**config.mk**
```make
export PLATFORM = sky130hd
export DESIGN_NAME = update_loader
export DESIGN_NICKNAME = d
export VERILOG_FILES = /design/src/loader_pkg.sv /design/src/record_buf_if.sv /design/src/record_buf.sv /design/src/update_loader.sv
export SDC_FILE = /design/constraint.sdc
export NUM_CORES = 2
export LEC_CHECK = 0
export BUFFER_PORTS_ARGS = -buffer_cell sky130_fd_sc_hd__buf_2
export CAP_MARGIN = 20
export CORE_MARGIN = 3
export CORE_UTILIZATION = 35
export CTS_CLUSTER_DIAMETER = 100
export DETAILED_ROUTE_END_ITERATION = 7
export PLACE_DENSITY = 0.57
export REMOVE_ABC_BUFFERS = 1
export SLEW_MARGIN = 25
export SYNTH_ARGS = -nofsm -noshare
export SYNTH_HDL_FRONTEND = slang
export SYNTH_SLANG_ARGS = --single-unit
```
**constraint.sdc**
```tcl
create_clock -name clk_i -period 22.3 [get_ports clk_i]
set_input_delay 4.46 -clock clk_i [delete_from_list [all_inputs] [get_ports clk_i]]
set_output_delay 4.46 -clock clk_i [all_outputs]
set_load 0.1 [all_outputs]
```
**src/loader_pkg.sv**
```systemverilog
// Package: constants and types for the firmware update resume loader
package loader_pkg;
   localparam logic [7:0]  STEP_NORMAL   = 8'h01;
   localparam logic [7:0]  STEP_PROGRAM  = 8'h1f;
   localparam logic [7:0]  STEP_ERASE    = 8'h3f;
   localparam logic [7:0]  STEP_INIT     = 8'h7f;
   localparam logic [7:0]  STEP_RESET    = 8'h00;
   localparam logic [15:0] BOOT_FLAG_ADDR = 16'h0000;
   localparam logic [7:0]  BOOT_FLAG_VAL = 8'hff;
   localparam logic [7:0]  CHAR_COLON    = 8'h3a;
   localparam logic [7:0]  SUM_GOOD      = 8'h00;
   localparam logic [15:0] PTR_RESET     = 16'h0000;
   localparam logic [7:0]  REC_DATA      = 8'h00;
   localparam logic [7:0]  REC_EOF       = 8'h01;
   localparam logic [7:0]  REC_EXT_SEG   = 8'h02;
   localparam logic [7:0]  REC_START_SEG = 8'h03;
   localparam logic [7:0]  REC_EXT_LIN   = 8'h04;
   localparam logic [7:0]  REC_START_LIN = 8'h05;
   localparam int          RECORD_MAX    = 256;

   typedef enum logic [6:0] {
      P_IDLE  = 7'b0000001,
      P_COUNT = 7'b0000010,
      P_ADDR  = 7'b0000100,
      P_TYPE  = 7'b0001000,
      P_DATA  = 7'b0010000,
      P_SUM   = 7'b0100000,
      P_DONE  = 7'b1000000
   } parse_state_t;

   typedef enum logic [2:0] {
      RT_DATA  = 3'd0,
      RT_EOF   = 3'd1,
      RT_ESEG  = 3'd2,
      RT_SSEG  = 3'd3,
      RT_ELIN  = 3'd4,
      RT_SLIN  = 3'd5,
      RT_OTHER = 3'd6
   } rec_kind_t;

   function automatic logic [3:0] hex_val(input logic [7:0] c);
      if (c >= 8'h30 && c <= 8'h39) begin
         hex_val = 4'(c - 8'h30);
      end else if (c >= 8'h41 && c <= 8'h46) begin
         hex_val = 4'(c - 8'h37);
      end else if (c >= 8'h61 && c <= 8'h66) begin
         hex_val = 4'(c - 8'h57);
      end else begin
         hex_val = 4'h0;
      end
   endfunction

   function automatic logic is_hex(input logic [7:0] c);
      is_hex = (c >= 8'h30 && c <= 8'h39) || (c >= 8'h41 && c <= 8'h46)
               || (c >= 8'h61 && c <= 8'h66);
   endfunction

   function automatic rec_kind_t decode_type(input logic [7:0] t);
      case (t)
         REC_DATA:      decode_type = RT_DATA;
         REC_EOF:       decode_type = RT_EOF;
         REC_EXT_SEG:   decode_type = RT_ESEG;
         REC_START_SEG: decode_type = RT_SSEG;
         REC_EXT_LIN:   decode_type = RT_ELIN;
         REC_START_LIN: decode_type = RT_SLIN;
         default:       decode_type = RT_OTHER;
      endcase
   endfunction
endpackage

```
**src/record_buf_if.sv**
```systemverilog
// Interface: write and read ports of the record data buffer
interface record_buf_if #(parameter int AW = 8);
   logic          wr_en;
   logic [AW-1:0] wr_addr;
   logic [7:0]    wr_data;
   logic [AW-1:0] rd_addr;
   logic [7:0]    rd_data;
   modport owner (output wr_en, output wr_addr, output wr_data,
                  output rd_addr, input rd_data);
   modport mem   (input wr_en, input wr_addr, input wr_data,
                  input rd_addr, output rd_data);
endinterface

```
**src/record_buf.sv**
```systemverilog
// Small memory holding one record's data bytes until the checksum is known
module record_buf #(
   parameter int AW = 8
) (
   input  wire logic   clk_i,
   record_buf_if.mem   bus
);
   logic [7:0] mem [0:(1<<AW)-1];
   logic [7:0] rd_q;

   always_ff @(posedge clk_i) begin
      if (bus.wr_en) begin
         mem[bus.wr_addr] <= bus.wr_data;
      end
      rd_q <= mem[bus.rd_addr];
   end

   assign bus.rd_data = rd_q;
endmodule // record_buf

```
**src/update_loader.sv**
```systemverilog
// Top: update step tracking, hex record parser and boot-loader mode select
module update_loader
   import loader_pkg::*;
#(
   parameter int AW = 8
) (
   input  wire logic        clk_i,
   input  wire logic        sys_rst_i,
   input  wire logic        power_on_i,
   input  wire logic        jumper_i,
   input  wire logic [7:0]  boot_flag_byte_i,
   input  wire logic        step_wr_i,
   input  wire logic [7:0]  step_wdata_i,
   input  wire logic        ptr_wr_i,
   input  wire logic [15:0] ptr_wdata_i,
   input  wire logic        erase_done_i,
   input  wire logic        char_valid_i,
   input  wire logic [7:0]  char_i,
   output logic [7:0]       update_step_register_o,
   output logic [15:0]      program_location_pointer_o,
   output logic             boot_loader_mode_o,
   output logic             soft_reset_o,
   output logic             flash_wr_o,
   output logic [15:0]      flash_addr_o,
   output logic [7:0]       flash_data_o,
   output logic             rec_good_o,
   output logic             rec_bad_o,
   output logic             eof_seen_o
);
   // Buffer index and count are one byte wide, so only AW of 8 fits
   if (AW != 8) begin : g_aw_check
      $error("AW must be 8 to hold a 255 byte record");
   end

   // Jumper is a pin: three stage synchroniser, act when 2nd and 3rd agree
   logic [2:0] jmp_sync;
   logic       jmp_level;
   logic       next_jmp_level;
   always_comb begin
      next_jmp_level = jmp_level;
      if (jmp_sync[1] == jmp_sync[2]) next_jmp_level = jmp_sync[2];
   end
   always_ff @(posedge clk_i) begin
      jmp_sync  <= {jmp_sync[1:0], jumper_i};
      jmp_level <= next_jmp_level;
   end

   // Jumper latch clears only on power cycle, not on soft reset
   logic jumper_lock, next_jumper_lock;
   logic boot_sample, next_boot_sample;
   logic boot_flag, next_boot_flag;
   always_comb begin
      next_jumper_lock = jumper_lock;
      if (power_on_i) next_jumper_lock = 1'b0;
      else if (boot_sample && jmp_level) next_jumper_lock = 1'b1;
      next_boot_sample = sys_rst_i ? 1'b1 : 1'b0;
      next_boot_flag = boot_flag;
      if (boot_sample) begin
         next_boot_flag = (boot_flag_byte_i == BOOT_FLAG_VAL);
      end
   end
   always_ff @(posedge clk_i) begin
      jumper_lock <= next_jumper_lock;
      boot_sample <= next_boot_sample;
      boot_flag   <= next_boot_flag;
   end
   assign boot_loader_mode_o = boot_flag || jumper_lock;

   // Step register and pointer survive reset so the host can resume
   logic [7:0]  step, next_step;
   logic [15:0] ptr, next_ptr;
   logic        eof, next_eof;
   logic        srst, next_srst;

   parse_state_t st, next_st;
   logic [7:0]  count, next_count;
   logic [7:0]  idx, next_idx;
   logic [7:0]  sum, next_sum;
   logic [15:0] laddr, next_laddr;
   logic [7:0]  rtype, next_rtype;
   logic [3:0]  hi, next_hi;
   logic        half, next_half;
   logic [2:0]  nib, next_nib;
   logic [7:0]  good_cnt;
   logic        good, bad;

   record_buf_if #(.AW(AW)) rb ();
   record_buf #(.AW(AW)) u_buf (
      .clk_i (clk_i),
      .bus   (rb)
   );

   logic [7:0] byte_v;
   logic       byte_ok;
   assign byte_v  = {hi, hex_val(char_i)};
   assign byte_ok = char_valid_i && is_hex(char_i) && half;

   always_comb begin
      next_st    = st;
      next_count = count;
      next_idx   = idx;
      next_sum   = sum;
      next_laddr = laddr;
      next_rtype = rtype;
      next_hi    = hi;
      next_half  = half;
      next_nib   = nib;
      good = 1'b0;
      bad  = 1'b0;
      rb.wr_en   = 1'b0;
      rb.wr_addr = idx;
      rb.wr_data = byte_v;
      if (char_valid_i && char_i == CHAR_COLON) begin
         next_st   = P_COUNT;
         next_sum  = SUM_GOOD;
         next_half = 1'b0;
         next_nib  = 3'd0;
         next_idx  = 8'h00;
      end else if (char_valid_i && is_hex(char_i) && !half) begin
         next_hi   = hex_val(char_i);
         next_half = 1'b1;
      end else if (byte_ok) begin
         next_half = 1'b0;
         next_sum  = 8'(sum + byte_v);
         case (st)
            P_COUNT: begin
               next_count = byte_v;
               next_st    = P_ADDR;
               next_nib   = 3'd0;
            end
            P_ADDR: begin
               next_laddr = {laddr[7:0], byte_v};
               next_nib   = 3'(nib + 3'd1);
               if (nib == 3'd1) next_st = P_TYPE;
            end
            P_TYPE: begin
               next_rtype = byte_v;
               next_st    = (count == 8'h00) ? P_SUM : P_DATA;
            end
            P_DATA: begin
               rb.wr_en = 1'b1;
               next_idx = 8'(idx + 8'd1);
               if (8'(idx + 8'd1) == count) next_st = P_SUM;
            end
            P_SUM: begin
               next_st = P_DONE;
               if (8'(sum + byte_v) == SUM_GOOD) good = 1'b1;
               else bad = 1'b1;
            end
            P_IDLE, P_DONE: next_st = P_IDLE;
            default: next_st = P_IDLE;
         endcase
      end
   end

   // Good data record drains to flash one byte a cycle, only if the step is 1Fh when its checksum passes
   logic        drain, next_drain;
   logic [7:0]  d_idx, next_d_idx;
   logic        d_valid, next_d_valid;
   logic [15:0] d_addr, next_d_addr;
   rec_kind_t   kind;
   assign kind = decode_type(rtype);
   assign rb.rd_addr = d_idx;

   always_comb begin
      next_step  = step;
      next_ptr   = ptr;
      next_eof   = eof;
      next_srst  = 1'b0;
      next_drain = drain;
      next_d_idx = d_idx;
      next_d_valid = 1'b0;
      next_d_addr  = d_addr;
      if (good && kind == RT_DATA && step == STEP_PROGRAM) begin
         next_drain = (count != 8'h00);
         next_d_idx = 8'h00;
         next_ptr   = laddr;
      end
      if (drain) begin
         next_d_valid = 1'b1;
         next_d_addr  = 16'(laddr + {8'h00, d_idx});
         next_d_idx   = 8'(d_idx + 8'd1);
         if (8'(d_idx + 8'd1) == count) next_drain = 1'b0;
      end
      if (d_valid) next_ptr = 16'(d_addr + 16'd1);
      if (ptr_wr_i) next_ptr = ptr_wdata_i;
      if (step_wr_i) begin
         case (step_wdata_i)
            STEP_INIT: begin
               next_step = STEP_INIT;
               next_srst = 1'b1;
            end
            STEP_ERASE: next_step = STEP_ERASE;
            STEP_PROGRAM: next_step = STEP_PROGRAM;
            STEP_NORMAL: begin
               if (eof) begin
                  next_step = STEP_NORMAL;
                  next_srst = 1'b1;
                  next_eof  = 1'b0;
               end
            end
            default: next_step = step;
         endcase
      end
      // Set after the clear so a fresh end of file wins
      if (good && kind == RT_EOF) next_eof = 1'b1;
      // Erase stays 3Fh after done until the next step write, so an interrupted erase reads 3Fh
      if (erase_done_i && step == STEP_ERASE) next_step = STEP_ERASE;
   end

   always_ff @(posedge clk_i) begin
      if (power_on_i) begin
         step <= STEP_RESET;
         ptr  <= PTR_RESET;
      end else begin
         step <= next_step;
         ptr  <= next_ptr;
      end
      if (sys_rst_i) begin
         st      <= P_IDLE;
         count   <= 8'h00;
         idx     <= 8'h00;
         sum     <= SUM_GOOD;
         laddr   <= 16'h0000;
         rtype   <= 8'h00;
         hi      <= 4'h0;
         half    <= 1'b0;
         nib     <= 3'd0;
         eof     <= 1'b0;
         srst    <= 1'b0;
         drain   <= 1'b0;
         d_idx   <= 8'h00;
         d_valid <= 1'b0;
         d_addr  <= 16'h0000;
         good_cnt <= 8'h00;
      end else begin
         st      <= next_st;
         count   <= next_count;
         idx     <= next_idx;
         sum     <= next_sum;
         laddr   <= next_laddr;
         rtype   <= next_rtype;
         hi      <= next_hi;
         half    <= next_half;
         nib     <= next_nib;
         eof     <= next_eof;
         srst    <= next_srst;
         drain   <= next_drain;
         d_idx   <= next_d_idx;
         d_valid <= next_d_valid;
         d_addr  <= next_d_addr;
         good_cnt <= {7'h00, good};
      end
   end

   assign update_step_register_o     = step;
   assign program_location_pointer_o = ptr;
   assign soft_reset_o = srst;
   assign flash_wr_o   = d_valid;
   assign flash_addr_o = d_addr;
   assign flash_data_o = rb.rd_data;
   assign rec_good_o   = good_cnt[0];
   assign rec_bad_o    = bad;
   assign eof_seen_o   = eof;
endmodule // update_loader

```
==> summary by stage <==
Floorplan
The number of cell rows is 181. The vertical die dimension is 502 um. The effective utilization at floorplan is 35.3%. The floorplan step defined a die boundary enclosing 0.252 sq mm. During I/O placement, the number of pins put on the boundary was 102. The floorplan step set the die width to 502 um. The core region is 0.244 sq mm.

Clock network
After clock tree synthesis, the setup repair step added 0 buffers. At the later pin of the worst-skew pair, clock insertion delay measures 0.85 ns. The count of instances resized after the clock tree is built is 0. In this run the deepest clock path goes through 3 buffers.

Clock tree synthesis found a total of 2,175 sinks. The number of buffers added by the clock tree synthesis step is 219. After clock tree synthesis, the clock-pin slew on the worst setup and hold paths is 0.06 ns. The tree is rooted in a clkbuf_16. The number of hold buffers added after CTS was 0. The TritonCTS clock tree is done.

The H-tree generated during clock tree synthesis spans 4 levels.

Setup path
The maximum fanout along the worst path is 158. The worst flop-to-flop path endpoint is u_buf.bus.rd_data[0]. The kind of capture point of the worst setup path is an output port. The critical path in this run is classified as in -> out. STA puts the critical path data arrival time at 9.45 ns. In this run the worst setup path terminates at rec_bad_o.

The data required time at the worst endpoint is 17.84 ns. The worst register-to-register path begins at d_idx[1]. In this run the worst setup path begins at char_i[0].

STA classifies the critical path startpoint as an input pin. Across all register-to-register paths, the minimum setup slack is 16.77 ns. The worst register-to-register path has a depth of 9.

Power
The cell leakage power is 24.5 nW. The maximum resistive drop on vdd is 0.0638 mV. The power per cell area is 84.0 mW/mm^2.

Global route
The total overflow left after global routing is 0. The initial antenna violation count came to 3. The global router's overall resource usage is 16.9%. The number of global-route vias before repair came to 43,400. The maximum number of pins on one net before global-route repair is 206. The first global-routing pass estimated 312,000 um of wire.

Routing
The final routed DRC violation total is 0. The wire length reported by the detailed router is 214,000 um. The number of optimization iterations in the first detailed-route pass is 6. Dividing the detail-routed wire length by the instance count gives 27.2 um. The detailed router placed 42,800 vias in this run. The number of routed nets with antenna violations is 0. The detailed router finished its first iteration with 4,180 violations. After detailed routing, the number of vias per cell comes to 5.43.

Synth
Counting flops with a built-in enable in the synthesized netlist gives 2,050. The count of yosys warnings during synthesis is 0. The synthesized area per cell is 19.8 sq um.

edfxtp_1 takes more of the synthesized area than any other cell. The most used flip-flop cell after synthesis is edfxtp_1. The share of the synthesized area in the top cell type is 71.6%. After synthesis, the share of flip-flops with an asynchronous set or reset is 0%.

After synthesis, the netlist uses 81 different library cells. Summing every instance area after synthesis gives 0.0859 sq mm. The number of synthesized register bits is 2,175. The cell count after synthesis came out at 4,351. The sequential cell area fraction in the yosys report is 74.5%. After synthesis, the cell types taking the most area are edfxtp_1, mux4_2, dfxtp_1.

Finish
Measured on the finished design, the core utilization comes to 39.9%. The final-stage net count is 4,568. The total non-filler cell area in the finished layout is 0.0973 sq mm. Compared with the post-synthesis result, the final layout area differs by 13.2%. The fraction of final layout cells with drive strength greater than 1 is 24.2%. The library cell used most frequently in the layout, excluding fill and tap cells, is edfxtp_1. The layout has 21,600 filler cells. The count of cells in the finished layout, fillers not included, comes to 7,878.

In the layout the commonest cells are edfxtp_1, mux4_2, nor2_1, clkbuf_16, mux2i_1.

Status
The run finished with clean final reports.

Timing
At the pin with the least slew margin, the transition time is 1.16 ns. Setup slack on the critical path of the routed design comes to 8.39 ns. The final-layout setup total negative slack is 0 ns. The total setup violations reported at the end of the flow is 0.

After layout, the worst path uses 62.4% of the clock period. The max-slew violation count is 0. The shortest period the worst path allows is 13.91 ns. Timing would allow up to 71.9 MHz.

On the final layout, the worst clock skew is 0.0402 ns. Measured against its own limit, the worst slew margin works out to 22.6%. The final-report hold violation count was 0. Setup repair after global routing left no endpoint under its margin.

Flow run
The tool flagged a number of max-cap violations equal to 0.

Min path
The path class of the lowest-slack min-delay path is reg -> reg. The cell count of the worst hold path is 0. The start point of the worst min-delay path is jmp_sync[0].

Placed design
Once placement completed, the tool counted placed cells totaling 7,469. The congestion estimate from routability-driven global placement came to 0.794. The pre-CTS setup slack is 8.29 ns. The detailed-placement wirelength estimate is 126,000 um.

The standard cell area after detailed placement is 0.0901 sq mm. In this run the tool buffered the top-level ports with 100 buffer cells.
## metrics by stage
| step | total power, mW | hold WS [ns] |
|---|---|---|
| after floorplan | 4.56 | 0.310 |
| after global placement | 4.59 | 0.322 |
| after detailed placement | 4.59 | 0.317 |
| after CTS | 8.24 | 0.332 |
| after global routing | 8.40 | 0.334 |
| final | 8.17 | 0.328 |
## registers in the layout, indices dropped and copies added, names as in the netlist, 3 cells and up
name                        count
laddr                          16
update_step_register_o          4
program_location_pointer_o     16
count                           8
u_buf.bus.rd_data               8
hi                              4
flash_addr_o                   16
nib                             3
st                              7
sum                             8
u_buf.mem                    2048
d_idx                           8
rtype                           8
idx                             8
jmp_sync                        3
## synthesized netlist by cell type, drive strengths merged, types with 13 or more instances
cell,n
mux2,16
and3,23
dfxtp,125
nand2,121
mux4,539
nor2,356
nand3,47
a211oi,55
o22ai,17
mux2i,136
nor4,15
nor3,33
o21ai,55
ha,27
a21oi,121
nand2b,13
o211ai,17
xnor2,39
nor2b,22
clkbuf,131
xor2,13
o221ai,37
a22oi,33
inv,26
buf,132
edfxtp,2050
## final cells by class
cell class	instances	area (sq um)	share of cell area, %
Antenna cell	1	2.50	0.00257
Tap cell	3202	4010	4.12
Inverter	26	113	0.116
Clock inverter	140	1400	1.44
Timing Repair Buffer	182	1250	1.29
Sequential cell	2175	64100	65.9
Multi-Input combinational cell	1887	20700	21.3
Clock buffer	265	5750	5.91
## per-layer routing
layer	global-route usage, %	routed length, um	vias to the layer above
met5	0	0	-
met1	23.8	93100	22900
met3	2.61	12200	329
met4	4.85	5820	0
li1	-	-	18200
met2	27.2	103000	1406
## worst max-delay path: stages
cell	delay, ns
buf_2	0.12
inv_1	0.12
ha_1	0.19
inv_1	0.04
o311a_2	0.45
a22oi_1	0.73
inv_8	0.51
ha_1	0.49
a211o_1	0.33
a21o_1	0.18
a2111oi_0	0.54
nand4_1	0.49
nor2_1	0.37
nor2b_1	0.09
buf_2	0.30
## worst min path at each step
stage	end	slack, ns
floorplan	jmp_sync[1]	0.31
global placement	jmp_sync[1]	0.32
detailed placement	jmp_sync[1]	0.32
CTS	jmp_sync[1]	0.33
global route	jmp_sync[1]	0.33
finish	jmp_sync[1]	0.33
## power by group
part | total [mW] | internal (mW) | switching, mW | leakage (nW)
sequential | 4.43 | 4.43 | 0.00359 | 15.9
clock | 3.67 | 2.10 | 1.57 | 3.49
combinational | 0.0693 | 0.0110 | 0.0583 | 5.10
## cell families after synthesis
group	Yosys count	synth area share, %
AO/OA/AOI/OAI	411	3.24
XOR/XNOR	53	0.558
adder cells (fa/ha/maj)	29	0.440
buffers and inverters	289	1.53
flip-flops	2175	74.5
multiplexers	691	15.9
other	1	0.00436
AND/OR/NAND/NOR	702	3.76
Power figures use the tool's default switching activity.
